--- src/include/occc_pkg.sv ---
package occc_pkg;

  ////////////////////////////////////////////////////////////////////////////
  // widths and register map
  localparam int OCCC_DATA_W = 16;
  localparam int OCCC_ADDR_W = 4;
  localparam int OCCC_CHANNELS = 2;
  localparam int OCCC_CHAN_STRIDE = 4;

  localparam logic [1:0] OCCC_OFF_CON = 2'h0;
  localparam logic [1:0] OCCC_OFF_CMP = 2'h1;
  localparam logic [1:0] OCCC_OFF_SEC = 2'h2;
  localparam logic [3:0] OCCC_ADDR_STATUS = 4'h8;
  localparam logic [3:0] OCCC_ADDR_MASK = 4'h9;

  ////////////////////////////////////////////////////////////////////////////
  // control register fields
  localparam int OCCC_BIT_IDLE = 13;
  localparam int OCCC_BIT_FAULT = 4;
  localparam int OCCC_BIT_TSEL = 3;
  localparam int OCCC_BIT_MODE = 0;
  localparam int OCCC_MODE_W = 3;

  localparam logic [15:0] OCCC_CON_RESET = 16'h0000;
  localparam logic [15:0] OCCC_VAL_RESET = 16'h0000;
  localparam logic [15:0] OCCC_CON_WMASK = 16'h200f;

  // status and mask layout: events in the low bits, faults above them
  localparam int OCCC_ST_EVENT = 0;
  localparam int OCCC_ST_FAULT = 2;
  localparam int OCCC_ST_W = 4;
  localparam logic [3:0] OCCC_ST_RESET = 4'h0;

  ////////////////////////////////////////////////////////////////////////////
  // types
  typedef enum logic [2:0] {
    OCCC_MODE_OFF = 3'h0,
    OCCC_MODE_SET_HIGH = 3'h1,
    OCCC_MODE_SET_LOW = 3'h2,
    OCCC_MODE_TOGGLE = 3'h3,
    OCCC_MODE_SINGLE = 3'h4,
    OCCC_MODE_CONT = 3'h5,
    OCCC_MODE_PWM = 3'h6,
    OCCC_MODE_PWM_FAULT = 3'h7
  } occc_mode_type;

  typedef struct packed {
    logic idle_stop;
    logic timebase_select;
    occc_mode_type mode;
  } occc_ctrl_type;

  typedef struct packed {
    logic [15:0] count;
    logic period;
  } occc_timer_type;

endpackage

--- src/rtl/occc_channel.sv ---
`timescale 1ns/1ps
`default_nettype none

module occc_channel
  import occc_pkg::*;
(
  input wire logic clock,
  input wire logic rst_n,
  input wire occc_ctrl_type ctrl,
  input wire logic [OCCC_DATA_W-1:0] cmp_value,
  input wire logic [OCCC_DATA_W-1:0] sec_value,
  input wire occc_timer_type timer_two,
  input wire occc_timer_type timer_three,
  input wire logic cpu_idle,
  input wire logic fault_active,
  output logic compare_output_pin,
  output logic compare_event,
  output logic pwm_fault_status
);

  typedef enum logic [1:0] {
    OCCC_PS_RISE,
    OCCC_PS_FALL,
    OCCC_PS_DONE
  } occc_pulse_type;

  occc_timer_type sel;
  logic run;
  logic match;
  logic sec_match;
  logic mode_new;
  occc_mode_type mode_prev_r;
  occc_pulse_type pulse_r;

  ////////////////////////////////////////////////////////////////////////////
  assign sel = ctrl.timebase_select ? timer_three : timer_two;
  assign run = !(ctrl.idle_stop && cpu_idle);
  assign match = run && (sel.count == cmp_value);
  assign sec_match = run && (sel.count == sec_value);
  assign mode_new = (ctrl.mode != mode_prev_r);
  assign compare_event = match && (ctrl.mode != OCCC_MODE_OFF) && !mode_new;

  always_ff @(posedge clock or negedge rst_n)
  begin
    if (!rst_n)
      mode_prev_r <= OCCC_MODE_OFF;
    else
      mode_prev_r <= ctrl.mode;
  end

  ////////////////////////////////////////////////////////////////////////////
  // pulse sequencer for the single and continuous pulse modes
  always_ff @(posedge clock or negedge rst_n)
  begin
    if (!rst_n)
      pulse_r <= OCCC_PS_RISE;
    else if (mode_new)
      pulse_r <= OCCC_PS_RISE;
    else if (run)
    begin
      unique case (pulse_r)
        OCCC_PS_RISE:
          if (match)
            pulse_r <= OCCC_PS_FALL;
        OCCC_PS_FALL:
          if (sec_match)
            pulse_r <= (ctrl.mode == OCCC_MODE_CONT) ? OCCC_PS_RISE : OCCC_PS_DONE;
        OCCC_PS_DONE:
          pulse_r <= OCCC_PS_DONE;
        default:
          pulse_r <= OCCC_PS_RISE;
      endcase
    end
  end

  ////////////////////////////////////////////////////////////////////////////
  // output pin; a mode change starts from the documented initial level, except toggle, which keeps the pin's current level
  always_ff @(posedge clock or negedge rst_n)
  begin
    if (!rst_n)
      compare_output_pin <= 1'b0;
    else if (mode_new)
    begin
      unique case (ctrl.mode)
        OCCC_MODE_SET_LOW: compare_output_pin <= 1'b1;
        OCCC_MODE_TOGGLE: compare_output_pin <= compare_output_pin;
        default: compare_output_pin <= 1'b0;
      endcase
    end
    else if (run)
    begin
      unique case (ctrl.mode)
        OCCC_MODE_OFF: compare_output_pin <= 1'b0;
        OCCC_MODE_SET_HIGH:
          if (match)
            compare_output_pin <= 1'b1;
        OCCC_MODE_SET_LOW:
          if (match)
            compare_output_pin <= 1'b0;
        OCCC_MODE_TOGGLE:
          if (match)
            compare_output_pin <= !compare_output_pin;
        OCCC_MODE_SINGLE, OCCC_MODE_CONT:
          if (pulse_r == OCCC_PS_RISE && match)
            compare_output_pin <= 1'b1;
          else if (pulse_r == OCCC_PS_FALL && sec_match)
            compare_output_pin <= 1'b0;
        OCCC_MODE_PWM, OCCC_MODE_PWM_FAULT:
          // in mode 111 a fault drives the pin low at once; period start wins over a duty match
          if (ctrl.mode == OCCC_MODE_PWM_FAULT && fault_active)
            compare_output_pin <= 1'b0;
          else if (sel.period)
            compare_output_pin <= (cmp_value != OCCC_VAL_RESET);
          else if (match)
            compare_output_pin <= 1'b0;
      endcase
    end
  end

  ////////////////////////////////////////////////////////////////////////////
  // fault status: set by the pin, cleared by hardware at a clean period start
  always_ff @(posedge clock or negedge rst_n)
  begin
    if (!rst_n)
      pwm_fault_status <= 1'b0;
    else if (ctrl.mode != OCCC_MODE_PWM_FAULT)
      pwm_fault_status <= 1'b0;
    else if (fault_active)
      pwm_fault_status <= 1'b1;
    else if (run && sel.period)
      pwm_fault_status <= 1'b0;
  end

endmodule
`default_nettype wire

--- src/rtl/occc_top.sv ---
// The address map and the strobed register port are this design's own decisions.
`timescale 1ns/1ps
`default_nettype none

module occc_top
  import occc_pkg::*;
#(
  parameter int CHANNELS = OCCC_CHANNELS
)
(
  input wire logic clock,
  input wire logic rst_n,
  input wire logic [OCCC_ADDR_W-1:0] reg_addr,
  input wire logic [OCCC_DATA_W-1:0] reg_wdata,
  input wire logic reg_write,
  input wire logic reg_read,
  output logic [OCCC_DATA_W-1:0] reg_rdata,
  input wire logic [OCCC_DATA_W-1:0] timer_two_count,
  input wire logic timer_two_period,
  input wire logic [OCCC_DATA_W-1:0] timer_three_count,
  input wire logic timer_three_period,
  input wire logic cpu_idle,
  input wire logic [CHANNELS-1:0] pwm_fault_in_n,
  output logic [CHANNELS-1:0] compare_output_pin,
  output logic irq
);

  ////////////////////////////////////////////////////////////////////////////
  // address decode

  function automatic logic chan_hit(
    input logic [OCCC_ADDR_W-1:0] addr,
    input int ch,
    input logic [1:0] off
  );
    logic [OCCC_ADDR_W-1:0] target;
    target = OCCC_ADDR_W'(ch * OCCC_CHAN_STRIDE) | OCCC_ADDR_W'(off);
    return addr == target;
  endfunction

  occc_timer_type timer_two;
  occc_timer_type timer_three;
  occc_ctrl_type ctrl_r [CHANNELS];
  logic [OCCC_DATA_W-1:0] cmp_r [CHANNELS];
  logic [OCCC_DATA_W-1:0] sec_r [CHANNELS];
  logic [CHANNELS-1:0] fault_meta_r;
  logic [CHANNELS-1:0] fault_sync_r;
  logic [CHANNELS-1:0] event_pulse;
  logic [CHANNELS-1:0] fault_status;
  logic [CHANNELS-1:0] fault_status_d_r;
  logic [OCCC_ST_W-1:0] status_r;
  logic [OCCC_ST_W-1:0] status_nxt;
  logic [OCCC_ST_W-1:0] mask_r;
  logic [OCCC_ST_W-1:0] status_set;
  logic [OCCC_DATA_W-1:0] rdata_nxt;

  assign timer_two = '{count: timer_two_count, period: timer_two_period};
  assign timer_three = '{count: timer_three_count, period: timer_three_period};

  ////////////////////////////////////////////////////////////////////////////
  // fault pins come from outside the clock domain: two flops before use

  always_ff @(posedge clock or negedge rst_n)
  begin
    if (!rst_n)
    begin
      fault_meta_r <= '0;
      fault_sync_r <= '0;
    end
    else
    begin
      fault_meta_r <= ~pwm_fault_in_n;
      fault_sync_r <= fault_meta_r;
    end
  end

  ////////////////////////////////////////////////////////////////////////////
  // per channel registers and cores

  genvar g;
  generate
    for (g = 0; g < CHANNELS; g++)
    begin : gen_ch
      // only bits 13, 3 and 2..0 are storage; the rest never reach a flop
      always_ff @(posedge clock or negedge rst_n)
      begin
        if (!rst_n)
        begin
          ctrl_r[g].idle_stop <= OCCC_CON_RESET[OCCC_BIT_IDLE];
          ctrl_r[g].timebase_select <= OCCC_CON_RESET[OCCC_BIT_TSEL];
          ctrl_r[g].mode <= occc_mode_type'(OCCC_CON_RESET[OCCC_BIT_MODE +: OCCC_MODE_W]);
        end
        else if (reg_write && chan_hit(reg_addr, g, OCCC_OFF_CON))
        begin
          ctrl_r[g].idle_stop <= reg_wdata[OCCC_BIT_IDLE];
          ctrl_r[g].timebase_select <= reg_wdata[OCCC_BIT_TSEL];
          ctrl_r[g].mode <= occc_mode_type'(reg_wdata[OCCC_BIT_MODE +: OCCC_MODE_W]);
        end
      end

      always_ff @(posedge clock or negedge rst_n)
      begin
        if (!rst_n)
          cmp_r[g] <= OCCC_VAL_RESET;
        else if (reg_write && chan_hit(reg_addr, g, OCCC_OFF_CMP))
          cmp_r[g] <= reg_wdata;
      end

      always_ff @(posedge clock or negedge rst_n)
      begin
        if (!rst_n)
          sec_r[g] <= OCCC_VAL_RESET;
        else if (reg_write && chan_hit(reg_addr, g, OCCC_OFF_SEC))
          sec_r[g] <= reg_wdata;
      end

      occc_channel u_channel (
        .clock(clock),
        .rst_n(rst_n),
        .ctrl(ctrl_r[g]),
        .cmp_value(cmp_r[g]),
        .sec_value(sec_r[g]),
        .timer_two(timer_two),
        .timer_three(timer_three),
        .cpu_idle(cpu_idle),
        .fault_active(fault_sync_r[g]),
        .compare_output_pin(compare_output_pin[g]),
        .compare_event(event_pulse[g]),
        .pwm_fault_status(fault_status[g])
      );
    end
  endgenerate

  ////////////////////////////////////////////////////////////////////////////
  // interrupt status: compare events and rising fault status are sticky

  always_ff @(posedge clock or negedge rst_n)
  begin
    if (!rst_n)
      fault_status_d_r <= '0;
    else
      fault_status_d_r <= fault_status;
  end

  always_comb
  begin
    status_set = '0;
    status_set[OCCC_ST_EVENT +: CHANNELS] = event_pulse;
    status_set[OCCC_ST_FAULT +: CHANNELS] = fault_status & ~fault_status_d_r;
  end

  // a set in the same cycle as a write-one-to-clear survives
  always_comb
  begin
    status_nxt = status_r;
    if (reg_write && reg_addr == OCCC_ADDR_STATUS)
      status_nxt = status_nxt & ~reg_wdata[OCCC_ST_W-1:0];
    status_nxt = status_nxt | status_set;
  end

  always_ff @(posedge clock or negedge rst_n)
  begin
    if (!rst_n)
      status_r <= OCCC_ST_RESET;
    else
      status_r <= status_nxt;
  end

  always_ff @(posedge clock or negedge rst_n)
  begin
    if (!rst_n)
      mask_r <= OCCC_ST_RESET;
    else if (reg_write && reg_addr == OCCC_ADDR_MASK)
      mask_r <= reg_wdata[OCCC_ST_W-1:0];
  end

  always_ff @(posedge clock or negedge rst_n)
  begin
    if (!rst_n)
      irq <= 1'b0;
    else
      // status reaches irq at once; a mask write shows one cycle later
      irq <= |(status_nxt & mask_r);
  end

  ////////////////////////////////////////////////////////////////////////////
  // read path: data appears the cycle after the strobe and only then

  always_comb
  begin
    rdata_nxt = '0;
    for (int c = 0; c < CHANNELS; c++)
    begin
      if (chan_hit(reg_addr, c, OCCC_OFF_CON))
      begin
        // unimplemented bits stay zero
        rdata_nxt[OCCC_BIT_IDLE] = ctrl_r[c].idle_stop;
        rdata_nxt[OCCC_BIT_FAULT] = fault_status[c];
        rdata_nxt[OCCC_BIT_TSEL] = ctrl_r[c].timebase_select;
        rdata_nxt[OCCC_BIT_MODE +: OCCC_MODE_W] = ctrl_r[c].mode;
      end
      else if (chan_hit(reg_addr, c, OCCC_OFF_CMP))
        rdata_nxt = cmp_r[c];
      else if (chan_hit(reg_addr, c, OCCC_OFF_SEC))
        rdata_nxt = sec_r[c];
    end
    if (reg_addr == OCCC_ADDR_STATUS)
      rdata_nxt[OCCC_ST_W-1:0] = status_r;
    else if (reg_addr == OCCC_ADDR_MASK)
      rdata_nxt[OCCC_ST_W-1:0] = mask_r;
  end

  always_ff @(posedge clock or negedge rst_n)
  begin
    if (!rst_n)
      reg_rdata <= '0;
    else if (reg_read)
      reg_rdata <= rdata_nxt;
    else
      reg_rdata <= '0;
  end

endmodule
`default_nettype wire
--- config.mk ---
export PLATFORM = sky130hd
export DESIGN_NAME = occc_top
export DESIGN_NICKNAME = d
export VERILOG_FILES = /design/src/include/occc_pkg.sv /design/src/rtl/occc_channel.sv /design/src/rtl/occc_top.sv
export SDC_FILE = /design/constraint.sdc
export NUM_CORES = 1
export LEC_CHECK = 0
export BUFFER_PORTS_ARGS = -buffer_cell sky130_fd_sc_hd__buf_2
export CAP_MARGIN = 20
export CORE_MARGIN = 2
export CORE_UTILIZATION = 53
export CTS_CLUSTER_SIZE = 10
export DETAILED_ROUTE_END_ITERATION = 8
export HOLD_SLACK_MARGIN = 0.03
export PLACE_DENSITY = 0.74
export SETUP_SLACK_MARGIN = 0.1
export SYNTH_ARGS = -nofsm -noshare
export SYNTH_HDL_FRONTEND = slang
export SYNTH_SLANG_ARGS = --single-unit
--- constraint.sdc ---
create_clock -name clock -period 2.2 [get_ports clock]
set_input_delay 0.22 -clock clock [delete_from_list [all_inputs] [get_ports clock]]
set_output_delay 0.22 -clock clock [all_outputs]
set_load 0.05 [all_outputs]
## Yosys cells after proc, flatten, opt, wreduce, memory -nomap -nowiden

Cells that the tools add are included.

- Output and inout bits: 19
- Register bits after elaboration: 119
- Bits of input ports: 61
- Logic and storage cells: 190

- Equality and inequality tests: 47
- Bitwise logic cells: 7
- Reductions and logical operators: 52
- Multiplexer cells: 59

Operators with widths:

| cell | count |
|---|---|
| 16-bit two-way mux | 6 |
| 16-bit equality test | 4 |
| 17-bit two-way mux | 2 |
| 16-bit nonzero test | 2 |
| 1-bit logical AND | 26 |
| 1-bit two-way mux | 26 |
| 3-bit equality test (second input constant) | 8 |
| 2-bit two-way mux | 12 |
| 3-bit by 1-bit != test with 1-bit output (second input constant) | 8 |
| 8-bit two-way mux | 2 |
| 3-bit by 2-bit equality test with 1-bit output (second input constant) | 4 |
| 4-bit by 3-bit equality test with 1-bit output (second input constant) | 3 |
| 4-bit two-way mux | 3 |
| 1-bit one-hot mux with 6 select lines | 2 |
| 2-bit one-hot mux with 3 select lines | 2 |
| 3-bit nonzero test | 4 |
| 5-bit two-way mux | 2 |
| 5-bit AND reduction | 2 |
| 4-bit bitwise AND | 2 |
| 4-bit equality test (second input constant) | 2 |
| 4-bit by 1-bit != test with 1-bit output (second input constant) | 2 |
| 2-bit OR reduction | 4 |
| 3-bit by 1-bit equality test with 1-bit output (second input constant) | 2 |
| 1-bit zero test | 6 |
| other kinds (18) | 29 |

## Logic depth before layout (Yosys ltp)

Gate-level depths: netlist of the first run.

- Depth in word-level cells: 11
- Mapped depth: 10

## Modules after synthesis

A second synthesis of the first run with hierarchy kept.

- Cells, all modules: 626
- Area total of the unflattened synthesis: 7066.8 sq um

By module, submodules not included:

| module | area each (sq um) | seq. area each (sq um) | cells each | instances |
|---|---|---|---|---|
| occc_top | 4626.9 | 2627.5 | 346 | 1 |
| occc_channel | 1219.9 | 175.2 | 140 | 2 |

## Worst setup path after synthesis of the first run

No wires, ideal clock.

- Path type: reg-to-reg
- Start point: reg ctrl_r[3] in the netlist's numbering
- End point: reg gen_ch[1].u_channel.compare_output_pin
- Setup time: 0.126 ns
- Data arrival time: 1.977 ns
- Stages on the path, launching flop included: 9
- Period minus slack after synthesis: 2.104 ns
- Path slack: 0.096 ns
- Required time: 2.074 ns
- Buffers on the path: 1
- Path through: dfrtp_1 > buf_6 > mux2i_1 > xor2_1 > nand4_1 > or3_4 > nor4_4 > a211oi_1 > o32a_1

- Longest elaborated chain between the ends: 9

Ends and longest elaborated chain:

| element | line | source |
|---|---|---|
| start: declaration | occc_top.sv:43 | `occc_ctrl_type ctrl_r [CHANNELS];` |
| 17-bit two-way mux * | occc_channel.sv:36 | `assign sel = ctrl.timebase_select ? timer_three : timer_two;` |
| 16-bit equality test | occc_channel.sv:38 | `assign match = run && (sel.count == cmp_value);` |
| 1-bit logical AND | occc_channel.sv:38 |  |
| 1-bit two-way mux | -- |  |
| 1-bit two-way mux | occc_channel.sv:112 | `else if (sel.period)` |
| 1-bit two-way mux | occc_channel.sv:110 | `if (ctrl.mode == OCCC_MODE_PWM_FAULT && fault_active)` |
| 1-bit one-hot mux with 6 select lines | occc_channel.sv:92 | `unique case (ctrl.mode)` |
| 1-bit two-way mux | occc_channel.sv:90 | `else if (run)` |
| 1-bit two-way mux | occc_channel.sv:82 | `else if (mode_new)` |
| end signal: assignment | occc_channel.sv:86 | `OCCC_MODE_TOGGLE: compare_output_pin <= compare_output_pin;` |
| end signal: assignment | occc_channel.sv:102 | `compare_output_pin <= !compare_output_pin;` |
| end signal: assignment | occc_channel.sv:113 | `compare_output_pin <= (cmp_value != OCCC_VAL_RESET);` |
| end: declaration | occc_channel.sv:16 | `output logic compare_output_pin,` |

Every way passes the cells marked *; elsewhere a longest branch is shown, timed or not. The select of a mux whose other input is x is not followed.
A chain may end at the register's enable or synchronous reset.

## Final worst setup path of the first run

Ends and elaborated chain as after synthesis.

==> flow_summary.yaml, run 1 <==
status:
  status: "finished with violations"
  violations: "setup timing"
worst_hold_path:
  holdPathStages: 2
  hp-class: "in -> reg"
  min_to: "cmp_r[27]"
  hold_start: "reg_wdata[11]"
clocking:
  cts_buffer_depth: 2
  cts_tree: "done"
  cts-buffers-inserted: 17
  cts_htree_levels: 4
  cts_root_buf: "clkbuf_16"
  insertion_delay_ps: 430
  cts_sinks: 119
  cts.clk_slew.worst_paths_ps: 50
floorplanning:
  coreArea_mm2: 0.0116
  initial_core_util_pct: 54.9
  die_w_um: 113
  rows: 39
  die-height_um: 113
  fp.dieArea_mm2: 0.0129
  io_pins: 80
setup_path:
  arrival_ps: 2700
  rr_endpoint: "gen_ch[1].u_channel.compare_output_pin"
  path_depth: 8
  crit_family: "simple AND/OR/NAND/NOR gates"
  critPathCaptureType: "flop"
  r2r_slack_ps: -190
  cpMaxStageDelayCell: "dfrtp_2"
  crit_path_max_incr_delay_ps: 420
  r2r.worst_path.cells: 8
  crit_buf_inv: 1
  cp.required_ps: 2510
  crit_chain: "buf_8, mux2i_4, xor2_1, nand4_1, or3_4, nor4_4, a211oi_1, o32a_1"
  critPathKind: "reg -> reg"
  cp_max_fo: 5
  r2r_start: "ctrl_r[3]"
  start_kind: "flop"
timing:
  clock_skew_ps: 6.56
  post-route-worst-setup-slack_ps: -185
  fmaxAchievable_ghz: 0.419
  period_share_pct: 108
  setup_viol_count_final: 6
  worst_slew_pin_slew_ps: 643
  fin_setup_tns_ps: -694
  rsz0062_at_grt: "yes"
  drv_slew: 0
  hold_violations: 0
  fin_crit_ps: 2390
  timing.slew.headroom_pct: 57.1
placed_design:
  hpwl_um: 13500
  io_buffers: 79
  gp_congestion: 0.948
  numPlacedInstances: 804
layout:
  final_nets: 755
  final_cells: 850
  num_antenna_cells: 0
  drive_gt1_share_pct: 42.7
  synthToLayoutAreaGrowth_pct: 30.4
synth:
  syn_area_per_cell_um2: 11.4
  synth-seq-cells: 119
  synth_largest_area_cell: "dfrtp_1"
  async_flop_share_pct: 100
  synth_cell_types: 55
  yosys-top-cells-area: "dfrtp_1, mux2_2, xnor2_1"
  syn_inst: 557
  ys.flop_type: "dfrtp_1"
  synth_nets: 618
  yosysWarnings: 0
  synth_top_area_share_pct: 46.9
  synth_edf_count: 0
  syn_area_mm2: 0.00635
  yosysSeqAreaShare_pct: 46.9
  synth_most_common_cell: "dfrtp_1"
  synth_common_cells: "dfrtp_1, mux2_2, xnor2_1"
drt:
  vias_per_cell: 6.19
  ant_nets: 0
  dr.pass1.iters: 5
  drt-initial-drc-count: 506
  drt-total-wl_um: 19400
  wl_per_cell_um: 22.8
  dr_total_vias: 5262
  drc: 0
grt:
  antenna_found_initial: 0
  grt_pass1_vias: 5232
  grt-ovfl-total: 0
  grt_max_degree: 48
  grtUsageTotal_pct: 30.6
  grt_pass1_wl_um: 29200
power_and_ir_drop:
  p_per_area_mw_per_mm2: 1020
  vdd_drop_max_mv: 0.855
  p_leak_nw: 3.59
flow_run:
  max_cap_violations: 0
## how the worst max path moves through the flow
| stage | from | to |
|---|---|---|
| floorplan | ctrl_r[3] | gen_ch[1].u_channel.compare_output_pin |
| global placement | ctrl_r[3] | gen_ch[1].u_channel.compare_output_pin |
| detailed placement | ctrl_r[8] | gen_ch[0].u_channel.pulse_r[0] |
| CTS | ctrl_r[3] | gen_ch[1].u_channel.compare_output_pin |
| global route | ctrl_r[3] | gen_ch[1].u_channel.compare_output_pin |
| finish | ctrl_r[3] | gen_ch[1].u_channel.compare_output_pin |
## area by class of cell
type	instances	area [µm²]
clock buffers	23	478
inverters	10	37.5
flip-flops and latches	119	2980
well taps	143	179
multi-input cells	404	3510
clock inverters	9	123
repair buffers	142	981
fillers	806	3280
## registers in the layout, summed over array words and instances, names as in the netlist, 2 cells and up
signal,cells
cmp_r,32
sec_r,32
reg_rdata,16
ctrl_r,10
gen_ch.u_channel.mode_prev_r,6
gen_ch.u_channel.pulse_r,4
mask_r,4
status_r,4
fault_meta_r,2
fault_status_d_r,2
fault_sync_r,2
gen_ch.u_channel.compare_output_pin,2
gen_ch.u_channel.pwm_fault_status,2
## what timing repair did
item                                   4_1_cts  5_1_grt
endpoints found under the hold margin       35        0
pin swaps                                    2       11
hold buffers                                 3        0
buffers inserted                             2        8
cloned                                       0        1
gates resized for setup                     26       40
setup endpoints to repair                    9        9
## cell families (layout without fill, tap and decap cells)
group	count (synthesis)	after routing	share of synthesized area, %
AO/OA/AOI/OAI	96	96	10.1
XOR/XNOR	71	71	9.79
buffers and inverters	34	184	2.80
flip-flops	119	119	46.9
multiplexers	119	119	20.5
AND/OR/NAND/NOR	118	118	9.91
## where the power goes
group	switching, mW	leakage (nW)	internal, mW	total, mW
clock	0.982	0.297	1.86	2.84
sequential	0.535	1.49	2.62	3.15
combinational	1.23	1.80	1.26	2.49
total	2.75	3.59	5.73	8.48
## stage by stage
step	total power [mW]	setup slack, ps	area [µm²]	hold slack (ps)	util (%)
floorplan	4.51	104	6370	-75.6	-
global placement	5.22	-187	7210	207	62.3
detailed placement	5.28	-221	7210	206	62.3
CTS	8.21	-119	7970	56.4	68.9
global route	8.81	-257	8290	66.4	71.7
finish	8.48	-185	8290	63.4	71.7
## routing by layer
layer  vias to the layer above  GRT usage, %  routed length (µm)
met5                         -             0                   0
met4                         0          12.4                 552
met3                        58          9.09                1550
met2                       262          47.0                9210
met1                      2632          40.9                8080
li1                       2310             -                   -
## cells in the final DEF, fill, tap and decap left out, types with 6 or more instances in the layout
master | netlist | layout
buf_2 | 2 | 78
mux2i_1 | 36 | 15
inv_1 | 10 | 10
mux2_2 | 80 | 80
xor2_1 | 25 | 24
nor3_1 | 8 | 6
buf_4 | 2 | 51
nand2_1 | 34 | 33
a21oi_1 | 28 | 27
o21ai_0 | 8 | 7
a22oi_1 | 32 | 31
nor2_1 | 18 | 17
mux2i_2 | 3 | 12
nand3_1 | 14 | 12
mux2i_4 | 0 | 12
clkbuf_16 | 0 | 18
nor4_1 | 18 | 14
dfrtp_1 | 119 | 117
xnor2_1 | 46 | 42
Note: power is estimated with default switching activity, not from simulation.
==> run 2: changes to the inputs <==
--- a/config.mk
+++ b/config.mk
@@ -7,12 +7,14 @@
 export LEC_CHECK = 0
 export BUFFER_PORTS_ARGS = -buffer_cell sky130_fd_sc_hd__buf_2
 export CAP_MARGIN = 20
+export CELL_PAD_IN_SITES_DETAIL_PLACEMENT = 1
+export CELL_PAD_IN_SITES_GLOBAL_PLACEMENT = 2
 export CORE_MARGIN = 2
-export CORE_UTILIZATION = 53
+export CORE_UTILIZATION = 35
 export CTS_CLUSTER_SIZE = 10
 export DETAILED_ROUTE_END_ITERATION = 8
 export HOLD_SLACK_MARGIN = 0.03
-export PLACE_DENSITY = 0.74
+export PLACE_DENSITY = 0.73
 export SETUP_SLACK_MARGIN = 0.1
 export SYNTH_ARGS = -nofsm -noshare
 export SYNTH_HDL_FRONTEND = slang
==> run 2 against run 1 <==
The flow still finishes with violations (setup timing). Sequential power about the same. Sequential cell count did not move. Critical path depth unchanged. Clock-buffer cell count down 6. Critical endpoint unchanged. Largest cell class unchanged. Highest routed layer unchanged.
==> flow_summary.yaml, run 2 (same netlist as run 1, synthesis figures left out) <==
timing:
  setup_viol_count_final: 5
  timing.slew.headroom_pct: 54.8
  drv_slew: 0
  fmaxAchievable_ghz: 0.409
  rsz0062_at_grt: "yes"
  worst_slew_pin_slew_ps: 675
  period_share_pct: 111
  fin_setup_tns_ps: -873
  clock_skew_ps: 9.08
  fin_crit_ps: 2440
  post-route-worst-setup-slack_ps: -244
  hold_violations: 0
status:
  violations: "setup timing"
  status: "finished with violations"
drt:
  dr_total_vias: 5292
  ant_nets: 0
  vias_per_cell: 5.59
  drc: 0
  drt-total-wl_um: 22500
  dr.pass1.iters: 4
  wl_per_cell_um: 23.8
  drt-initial-drc-count: 318
layout:
  layout_commonest_cell: "dfrtp_1"
  drive_gt1_share_pct: 44.3
  synthToLayoutAreaGrowth_pct: 34.1
  reg_top3: "cmp_r (32), sec_r (32), reg_rdata (16)"
  num_antenna_cells: 0
  final_cell_mix: "dfrtp_1, mux2_2, buf_2"
  final_nets: 766
clocking:
  cts-buffers-inserted: 17
  cts_sinks: 119
  insertion_delay_ps: 420
  cts_buffer_depth: 2
  cts_root_buf: "clkbuf_16"
  cts_htree_levels: 4
  cts_tree: "done"
  cts.clk_slew.worst_paths_ps: 60
power_and_ir_drop:
  p_leak_nw: 3.66
  vdd_drop_max_mv: 0.626
  p_per_area_mw_per_mm2: 999
  total_power_mw: 8.52
placed_design:
  gp_congestion: 0.956
  io_buffers: 79
  hpwl_um: 16500
setup_path:
  start_kind: "flop"
  critPathCaptureType: "flop"
  cp_max_fo: 5
  critPathKind: "reg -> reg"
  cp.required_ps: 2510
  arrival_ps: 2750
floorplanning:
  die-height_um: 139
  io_pins: 80
  rows: 49
  die_w_um: 139
  initial_core_util_pct: 35.5
  fp.dieArea_mm2: 0.0192
  coreArea_mm2: 0.0179
grt:
  grt-ovfl-total: 0
  grt_pass1_vias: 5655
  grt_pass1_wl_um: 34100
  grtUsageTotal_pct: 23.4
  grt_max_degree: 45
  antenna_found_initial: 0
flow_run:
  max_cap_violations: 0
worst_hold_path:
  hp-class: "in -> reg"
[run 2: changes by cell type in the layout (fill, tap and decap cells not counted), sizes merged]
cell / change
bufinv: -2
clkbuf: -7
buf: +12
inv: +6
clkinvlp: +2
[run 2: per-layer routing]
metal | global-route usage, % | share of wire (%) | up-vias
met5 | 0 | 0 | -
met4 | 9.46 | 3.3 | 0
met3 | 4.94 | 4.5 | 56
met2 | 39.8 | 50 | 173
met1 | 29.3 | 42 | 2729
li1 | - | - | 2334
[run 2: critical path, stage by stage, from the launching register on]
cell and delay (ps):
dfrtp_1 370, buf_4 190, mux2i_4 270, xor2_1 210, nand4_1 160, or3_4 370
nor4_4 240, a211oi_1 160, o32a_1 360
[run 2: final cells by class]
| cell class | count | area (µm²) |
|---|---|---|
| clock inverters | 15 | 144 |
| clock buffers | 17 | 425 |
| well taps | 229 | 287 |
| fillers | 1947 | 9380 |
| multi-input cells | 404 | 3580 |
| repair buffers | 153 | 1070 |
| flip-flops and latches | 119 | 2980 |
| inverters | 10 | 37.5 |
[run 2: power by group]
group | switching (mW) | total, mW | internal, mW | leakage, nW
sequential | 0.557 | 3.17 | 2.61 | 1.49
combinational | 1.30 | 2.62 | 1.33 | 1.89
clock | 1.15 | 2.72 | 1.58 | 0.273
total | 3.00 | 8.52 | 5.52 | 3.66
[run 2: worst paths after layout]
kind	start	endpoint	slack [ps]	depth (start not counted)
max in group asynchronous	rst_n	sec_r[11]	1240	3
hold / removal	reg_wdata[12]	cmp_r[12]	70	2
hold reg to reg	fault_meta_r[0]	fault_sync_r[0]	350	0
setup / recovery	ctrl_r[3]	gen_ch[1].u_channel.compare_output_pin	-240	8
min in group asynchronous	rst_n	gen_ch[0].u_channel.mode_prev_r[1]	330	2
setup reg to reg	ctrl_r[3]	gen_ch[1].u_channel.compare_output_pin	-240	8
[run 2: through the flow]
stage | hold WS, ps | cells | utilization, % | instance area [µm²] | setup slack, ps
global route | 65.3 | 947 | 47.6 | 8520 | -318
finish | 68.5 | 947 | 47.6 | 8520 | -244
global placement | 237 | 901 | 41.3 | 7400 | -207
detailed placement | 246 | 901 | 41.3 | 7400 | -242
CTS | 59.1 | 945 | 46.5 | 8320 | -173
floorplan | -75.6 | 557 | - | 6370 | 104
[run 2: what timing repair did]
action,CTS,global route
hold buffers,3,0
endpoints found under the hold margin,39,0
gates resized for setup,42,33
pin swaps,15,14
gates cloned,1,0
buffers inserted,8,3
setup endpoints to repair,8,9
